==> src/dll_status_pkg.sv <==
package dll_status_pkg;
  localparam logic [1:0] CFG_OFFSET = 2'h0;
  localparam logic [1:0] VERNIER_OFFSET = 2'h1;
  localparam logic [1:0] TAP_OFFSET = 2'h2;
  localparam logic [1:0] STATUS_OFFSET = 2'h3;
  localparam int CFG_LOCK_HOLD_BIT = 0;
  localparam int CFG_VERN_EN_BIT = 1;
  localparam int CFG_IRQ_EN_BIT = 2;
  localparam int CFG_OVERRIDE_BIT = 4;
  localparam int CFG_RESERVED_BIT = 5;
  localparam logic [7:0] CFG_RESET = 8'h00;
  localparam logic [7:0] CFG_WRITE_MASK = 8'h37;
  localparam logic [7:0] VERNIER_RESET = 8'h00;
  localparam logic [7:0] TAP_RESET = 8'h00;
  localparam logic [7:0] TAP_MAX = 8'hFF;
  localparam logic [7:0] TAP_MIN = 8'h00;
  localparam int LOCK_LIMIT_CYCLES = 12 * 256;
  localparam int RELOCK_LIMIT_CYCLES = 24 * 256;
  localparam int TAP_COUNT = 256;
  localparam logic [3:0] STEP_CYCLES = 4'(LOCK_LIMIT_CYCLES / TAP_COUNT);
  localparam logic [3:0] MOVE_FLAG_CYCLES = 4'h8;

  typedef struct packed {
    logic go;
    logic rd_wrb;
    logic [1:0] addr;
    logic [7:0] wdata;
  } port_req_t;

  typedef struct packed {
    logic lead;
    logic lag;
    logic zero;
  } phase_det_t;

  typedef struct packed {
    logic sys_clock_activity_event;
    logic ref_clock_activity_event;
    logic range_fault_event;
    logic tap_move_event;
    logic unused;
    logic range_flag;
    logic tap_move_flag;
    logic lock_flag;
  } status_t;
endpackage : dll_status_pkg

==> src/dll_lock_status_events.sv <==
// What this block does
// - Status register at 0x03 holds events and flags
// - Lock flag means zero phase tap found
// - Lock reads zero after reset, sets on lock
// - Lock reached within 12 times 256 cycles
// - Only resets clear lock; tap write resets
// - Tap move flag high eight cycles
// - Range flag sets stepping past line end
// - Range flag clears when lock recaptured
// - Tap move event sets on flag rise
// - Status read clears tap move event
// - Range event sets on range flag rise
// - Status read clears range event
// - Interrupt follows range event when enabled
// - Reference clock rise sets sticky event
// - System clock rise sets sticky event
// - Interrupt enable is bit 2 of 0x00
// - Tap register write starts soft reset, relock
// - Busy set starts command; device clears it
`timescale 1ns/1ps
`default_nettype none
module dll_lock_status_events
  import dll_status_pkg::*;
(
  input wire logic clk,
  input wire logic rstn,
  input wire logic system_clock_in,
  input wire logic reference_clock_in,
  input wire phase_det_t phase_det,
  input wire port_req_t port_req,
  output logic [7:0] port_rdata,
  output logic port_busy_bit,
  output logic irq_out,
  output logic [7:0] tap_out,
  output logic bypass_out
);
  typedef enum logic {S_TRACK, S_SEEK_ZERO} loop_state_t;

  loop_state_t state_r, state_nxt;
  logic [7:0] cfg_r, cfg_nxt, vernier_r, vernier_nxt, tap_r, tap_nxt, rdata_r, rdata_nxt;
  logic busy_r, busy_nxt, rd_wrb_r, rd_wrb_nxt;
  logic [1:0] addr_r, addr_nxt;
  logic [7:0] wdata_r, wdata_nxt;
  logic [3:0] step_cnt_r, step_cnt_nxt, move_cnt_r, move_cnt_nxt;
  logic lock_r, lock_nxt, range_r, range_nxt, move_flag_r, move_flag_nxt;
  logic sys_prev_r, ref_prev_r;
  logic [3:0] ev_r, ev_nxt;
  logic irq_r, irq_nxt, bypass_r, bypass_nxt;
  logic step_en, exec, status_read, soft_reset, moved;
  logic [3:0] ev_set;
  status_t status;

  assign step_en = (step_cnt_r == STEP_CYCLES - 4'h1);
  assign exec = busy_r;
  assign status_read = exec && rd_wrb_r && (addr_r == STATUS_OFFSET);
  assign soft_reset = exec && !rd_wrb_r && (addr_r == TAP_OFFSET);
  assign status = '{ev_r[3], ev_r[2], ev_r[1], ev_r[0], 1'b0, range_r, move_flag_r, lock_r};

  // Indirect port: command taken with go, executed one cycle later
  always_comb begin
    busy_nxt = busy_r;
    rd_wrb_nxt = rd_wrb_r;
    addr_nxt = addr_r;
    wdata_nxt = wdata_r;
    cfg_nxt = cfg_r;
    vernier_nxt = vernier_r;
    rdata_nxt = rdata_r;
    if (exec) begin
      busy_nxt = 1'b0;
      if (rd_wrb_r) begin
        case (addr_r)
          CFG_OFFSET: rdata_nxt = cfg_r;
          VERNIER_OFFSET: rdata_nxt = vernier_r;
          TAP_OFFSET: rdata_nxt = tap_r;
          default: rdata_nxt = status;
        endcase
      end else if (addr_r == CFG_OFFSET) begin
        cfg_nxt = wdata_r & CFG_WRITE_MASK;
      end else if (addr_r == VERNIER_OFFSET) begin
        vernier_nxt = wdata_r;
      end
    end else if (port_req.go) begin
      busy_nxt = 1'b1;
      rd_wrb_nxt = port_req.rd_wrb;
      addr_nxt = port_req.addr;
      wdata_nxt = port_req.wdata;
    end
  end

  always_ff @(posedge clk or negedge rstn) begin
    if (!rstn) begin
      busy_r <= 1'b0;
      rd_wrb_r <= 1'b0;
      addr_r <= 2'h0;
      wdata_r <= 8'h00;
      cfg_r <= CFG_RESET;
      vernier_r <= VERNIER_RESET;
      rdata_r <= 8'h00;
    end else begin
      busy_r <= busy_nxt;
      rd_wrb_r <= rd_wrb_nxt;
      addr_r <= addr_nxt;
      wdata_r <= wdata_nxt;
      cfg_r <= cfg_nxt;
      vernier_r <= vernier_nxt;
      rdata_r <= rdata_nxt;
    end
  end

  // Delay loop: one tap step per STEP_CYCLES so 256 taps fit the lock budget
  always_comb begin
    state_nxt = state_r;
    tap_nxt = tap_r;
    lock_nxt = lock_r;
    range_nxt = range_r;
    step_cnt_nxt = step_en ? 4'h0 : step_cnt_r + 4'h1;
    if (soft_reset) begin
      state_nxt = S_SEEK_ZERO;
      lock_nxt = 1'b0;
      step_cnt_nxt = 4'h0;
    end else if (cfg_r[CFG_VERN_EN_BIT]) begin
      tap_nxt = vernier_r;
    end else if (step_en) begin
      case (state_r)
        S_SEEK_ZERO: begin
          if (tap_r == TAP_MIN) begin
            state_nxt = S_TRACK;
          end else begin
            tap_nxt = tap_r - 8'h01;
          end
        end
        S_TRACK: begin
          // Hold mode freezes the tap once locked
          if (!(cfg_r[CFG_LOCK_HOLD_BIT] && lock_r)) begin
            if (phase_det.zero) begin
              lock_nxt = 1'b1;
              range_nxt = 1'b0;
            end else if (phase_det.lead) begin
              if (tap_r == TAP_MAX) begin
                range_nxt = 1'b1;
              end else begin
                tap_nxt = tap_r + 8'h01;
              end
            end else if (phase_det.lag) begin
              if (tap_r == TAP_MIN) begin
                range_nxt = 1'b1;
              end else begin
                tap_nxt = tap_r - 8'h01;
              end
            end
          end
        end
        default: state_nxt = S_TRACK;
      endcase
    end
  end

  assign moved = (tap_nxt != tap_r);

  // Tap move flag, event bits and interrupt
  always_comb begin
    move_cnt_nxt = moved ? MOVE_FLAG_CYCLES : (move_cnt_r != 4'h0 ? move_cnt_r - 4'h1 : 4'h0);
    move_flag_nxt = (move_cnt_nxt != 4'h0);
    ev_set[0] = move_flag_nxt && !move_flag_r;
    ev_set[1] = range_nxt && !range_r;
    ev_set[2] = reference_clock_in && !ref_prev_r;
    ev_set[3] = system_clock_in && !sys_prev_r;
    ev_nxt = (status_read ? 4'h0 : ev_r) | ev_set;
    irq_nxt = ev_nxt[1] && cfg_r[CFG_IRQ_EN_BIT];
    bypass_nxt = cfg_r[CFG_OVERRIDE_BIT];
  end

  always_ff @(posedge clk or negedge rstn) begin
    if (!rstn) begin
      state_r <= S_TRACK;
      tap_r <= TAP_RESET;
      lock_r <= 1'b0;
      range_r <= 1'b0;
      step_cnt_r <= 4'h0;
      move_cnt_r <= 4'h0;
      move_flag_r <= 1'b0;
      sys_prev_r <= 1'b0;
      ref_prev_r <= 1'b0;
      ev_r <= 4'h0;
      irq_r <= 1'b0;
      bypass_r <= 1'b0;
    end else begin
      state_r <= state_nxt;
      tap_r <= tap_nxt;
      lock_r <= lock_nxt;
      range_r <= range_nxt;
      step_cnt_r <= step_cnt_nxt;
      move_cnt_r <= move_cnt_nxt;
      move_flag_r <= move_flag_nxt;
      sys_prev_r <= system_clock_in;
      ref_prev_r <= reference_clock_in;
      ev_r <= ev_nxt;
      irq_r <= irq_nxt;
      bypass_r <= bypass_nxt;
    end
  end

  assign port_rdata = rdata_r;
  assign port_busy_bit = busy_r;
  assign irq_out = irq_r;
  assign tap_out = tap_r;
  assign bypass_out = bypass_r;
endmodule : dll_lock_status_events
`default_nettype wire

==> config.mk <==
export PLATFORM = sky130hd
export DESIGN_NAME = dll_lock_status_events
export DESIGN_NICKNAME = d
export VERILOG_FILES = /design/src/dll_status_pkg.sv /design/src/dll_lock_status_events.sv
export SDC_FILE = /design/constraint.sdc
export NUM_CORES = 1
export LEC_CHECK = 0
export BUFFER_PORTS_ARGS = -buffer_cell sky130_fd_sc_hd__buf_2
export CAP_MARGIN = 40
export CORE_MARGIN = 2
export CORE_UTILIZATION = 43
export DETAILED_ROUTE_END_ITERATION = 8
export MAX_ROUTING_LAYER = met4
export SETUP_SLACK_MARGIN = 0.4
export SLEW_MARGIN = 10
export SYNTH_ARGS = -nofsm -noshare
export SYNTH_HDL_FRONTEND = slang
export SYNTH_SLANG_ARGS = --single-unit
==> constraint.sdc <==
create_clock -name clk -period 3.3 [get_ports clk]
set_clock_uncertainty 0.1 [all_clocks]
set_input_delay 0.495 -clock clk [delete_from_list [all_inputs] [get_ports clk]]
set_output_delay 0.495 -clock clk [all_outputs]
set_load 0.01 [all_outputs]
==> flow_metrics.tcl <==
set metrics [dict create \
    drive_above_1_share_pct 26.4 \
    worstPathCellList "inv_1, ha_1, or4b_4, o311a_1, a211oi_2, or3_2, a41oi_2, nor4_1" \
    maxCapViolations 0 \
    pre_cts_ws_ns 0.568 \
    diodes 0 \
    setup_ws_ns 0.521 \
    drv_slew 0 \
    relSlewSlack_pct 49.5 \
    stdcell_count 533 \
    io_pins 38 \
    async_flop_share_pct 100 \
    drt_first_pass_iters 5 \
    crit_arrival_ns 2.93 \
    swShare_pct 43.2 \
    dp_hpwl_mm 7.80 \
    grt_pass1_vias 3179 \
    place.gp.congestion 1.01 \
    p_switching_mw 1.69 \
    cts_root_buf "clkbuf_8" \
    pwr_density_cell_nw_per_um2 926 \
    ctsResizeCount 0 \
    final_nets 449 \
    crit_fanout 7 \
    clock_latency_ns 0.34 \
    crit_end "move_cnt_r[2]" \
    synth_nets 405 \
    clk_pin_slew_worst_paths_ns 0.08 \
    clk_path_buf_depth 2 \
    die_w_um 96.0 \
    synth_seq_cells 61 \
    ctsHoldBuffers 0 \
    n_fill_cell 790 \
    dieHeight_um 96.0 \
    final_util_pct 51.4 \
    tightest_slew_ns 0.739 \
    hold_violations 0 \
    ys_seq_area_share_pct 41.9 \
    dr_total_vias 3315 \
    multi_input_area_um2 1980 \
    cp-startpoint "tap_out[0]" \
    ant_nets 0 \
    synth_cell_type_count 67 \
    synthCells 380 \
    worstReg2RegStart "tap_out[0]" \
    synthFlopType "dfrtp_1" \
    grt_overflow 0 \
    setup_tns_ns 0 \
    timing.fmax_mhz 360 \
    syn_to_final_growth_pct 16.0 \
    synth-edff-count 0 \
    cp-end-kind "flip-flop" \
    crit_type "reg2reg" \
    avgRoutedWirePerCell_um 19.7 \
    crit_family "simple AND/OR/NAND/NOR gates" \
    peakVddDrop_uv 377 \
    p_int_mw 2.22 \
    hold_class "in2async" \
    rows 33 \
    synth_area_um2 3640 \
    crit_path_max_incr_delay_ns 0.55 \
    numPortBuffers 37 \
    reg2reg_to "move_cnt_r[2]" \
    grt_pass1_wl_mm 16.9 \
    critPathLaunchType "flip-flop" \
    start_util_pct 44.3 \
    slowest_stage "or4b_4" \
    via_per_inst 6.22 \
    grt_usage_pct 25.3 \
    finalSetupViolCount 0 \
    antenna_found_initial 0 \
    cp_num_buf_inv 1 \
    status "complete, no violations" \
    cts_tree "built" \
    drt_iter0_drc 232 \
    drt_wl_total_mm 10.5 \
    numPlacedInstances 518 \
    power.share.clock_pct 17.5 \
    leakage_nw 1.78 \
    syn_avg_cell_area_um2 9.58 \
    critical_path_required_ns 3.45 \
    regArea_um2 1530 \
    pwr-share-comb_pct 46.5 \
    numCtsBuffers 9 \
    yosysWarningCount 0 \
    ff2ff_path_depth 8 \
    fin_crit_sh_pct 84.2 \
    dieArea_um2 9220 \
    coreArea_um2 8220 \
    grt_max_degree 31 \
    rrSetupSlack_ns 0.52 \
    drc_errors 0 \
    p_seq_share_pct 36.0 \
    fin_crit_ns 2.78 \
    cp.depth 8 \
    ctsHtreeMaxLevel 3 \
    grt_setup_unrepaired "no" \
    cts_sinks 61 \
    cts_setup_buffers 0 \
]
[through the flow]
step                total power [mW]  hold WS, ns  area, um2
global route                    4.18        0.134       4220
floorplan                       2.57       0.0994       3640
detailed placement              3.19        0.317       4020
finish                          3.91       0.0767       4220
CTS                             3.89       0.0874       4220
global placement                3.21        0.304       4010
[metal layers]
metal  share of wire, %  GRT usage (%)
met5                  0              -
met4                3.3           10.7
met3                7.0           5.25
met2                 46           38.3
met1                 44           33.0
[power by group through the flow]
stage               clock (mW)  sequential (mW)  combinational [mW]
floorplan                    0             1.28                1.28
global placement             0             1.41                1.80
detailed placement           0             1.41                1.78
CTS                      0.696             1.40                1.79
global route             0.729             1.45                2.00
finish                   0.686             1.41                1.82
[cell type report]
cell class              instances  area share [%]
multi-input cells             281            46.8
clock inverters                 4            1.13
clock buffers                  11            3.58
flip-flops and latches         61            36.2
inverters                      14            1.24
well taps                     105            3.11
repair buffers                 57            7.94
[Yosys cell counts (7+ instances only)]
cell type / instances / area share (%)
dfrtp_1: 61 / 42
nor4_1: 9 / 1.5
clkbuf_1: 18 / 1.9
o21ai_0: 20 / 2.7
mux2_2: 28 / 8.7
nor2_1: 25 / 2.6
inv_1: 13 / 1.3
nand3_1: 11 / 1.5
o22ai_1: 12 / 2.1
nand2_1: 27 / 2.8
a211oi_1: 7 / 1.4
a21oi_1: 29 / 4.0
[placed cells by master (no fill, tap or decap), types with 3 or more instances in the layout]
master	count
nor4b_1	3
a211oi_1	7
nand2b_1	5
inv_1	13
mux2_2	28
buf_2	37
a21oi_1	29
clkbuf_8	11
nand4_1	6
o22ai_1	12
xor2_1	5
or3_1	4
o21ai_0	20
nand3_1	11
nor2b_1	3
ha_1	6
a311oi_1	4
nor4_1	8
and2_1	3
nor3_1	6
dfrtp_1	60
nand2_1	27
o31ai_1	4
a31oi_1	3
buf_4	20
xnor2_1	5
nor2_1	25
and3_1	3
[flip-flops by register name (all words and copies together) (netlist names), 2 cells and up]
name,count
addr_r,2
cfg_r,5
ev_r,4
move_cnt_r,4
port_rdata,8
step_cnt_r,4
tap_out,8
vernier_r,8
wdata_r,8
[logic make-up after synthesis]
family                   count (synthesis)  synth area share, %
AND/OR/NAND/NOR                        120                 18.5
AO/OA/AOI/OAI                          115                 21.8
flip-flops                              61                 41.9
buffers and inverters                   38                 4.09
multiplexers                            30                 9.21
XOR/XNOR                                10                 2.41
adder cells (fa/ha/maj)                  6                 2.06
[worst min path at each step]
stage | startpoint | endpoint | slack (ns) | depth (start not counted)
2_1_floorplan | rstn | addr_r[0] | 0.1 | 0
3_3_place_gp | ref_prev_r | ev_r[2] | 0.30 | 1
3_5_place_dp | ref_prev_r | ev_r[2] | 0.32 | 1
4_1_cts | rstn | wdata_r[0] | 0.09 | 1
5_1_grt | rstn | wdata_r[3] | 0.13 | 1
6_report | rstn | tap_out[5] | 0.08 | 1
(Power assumes the default switching activity.)
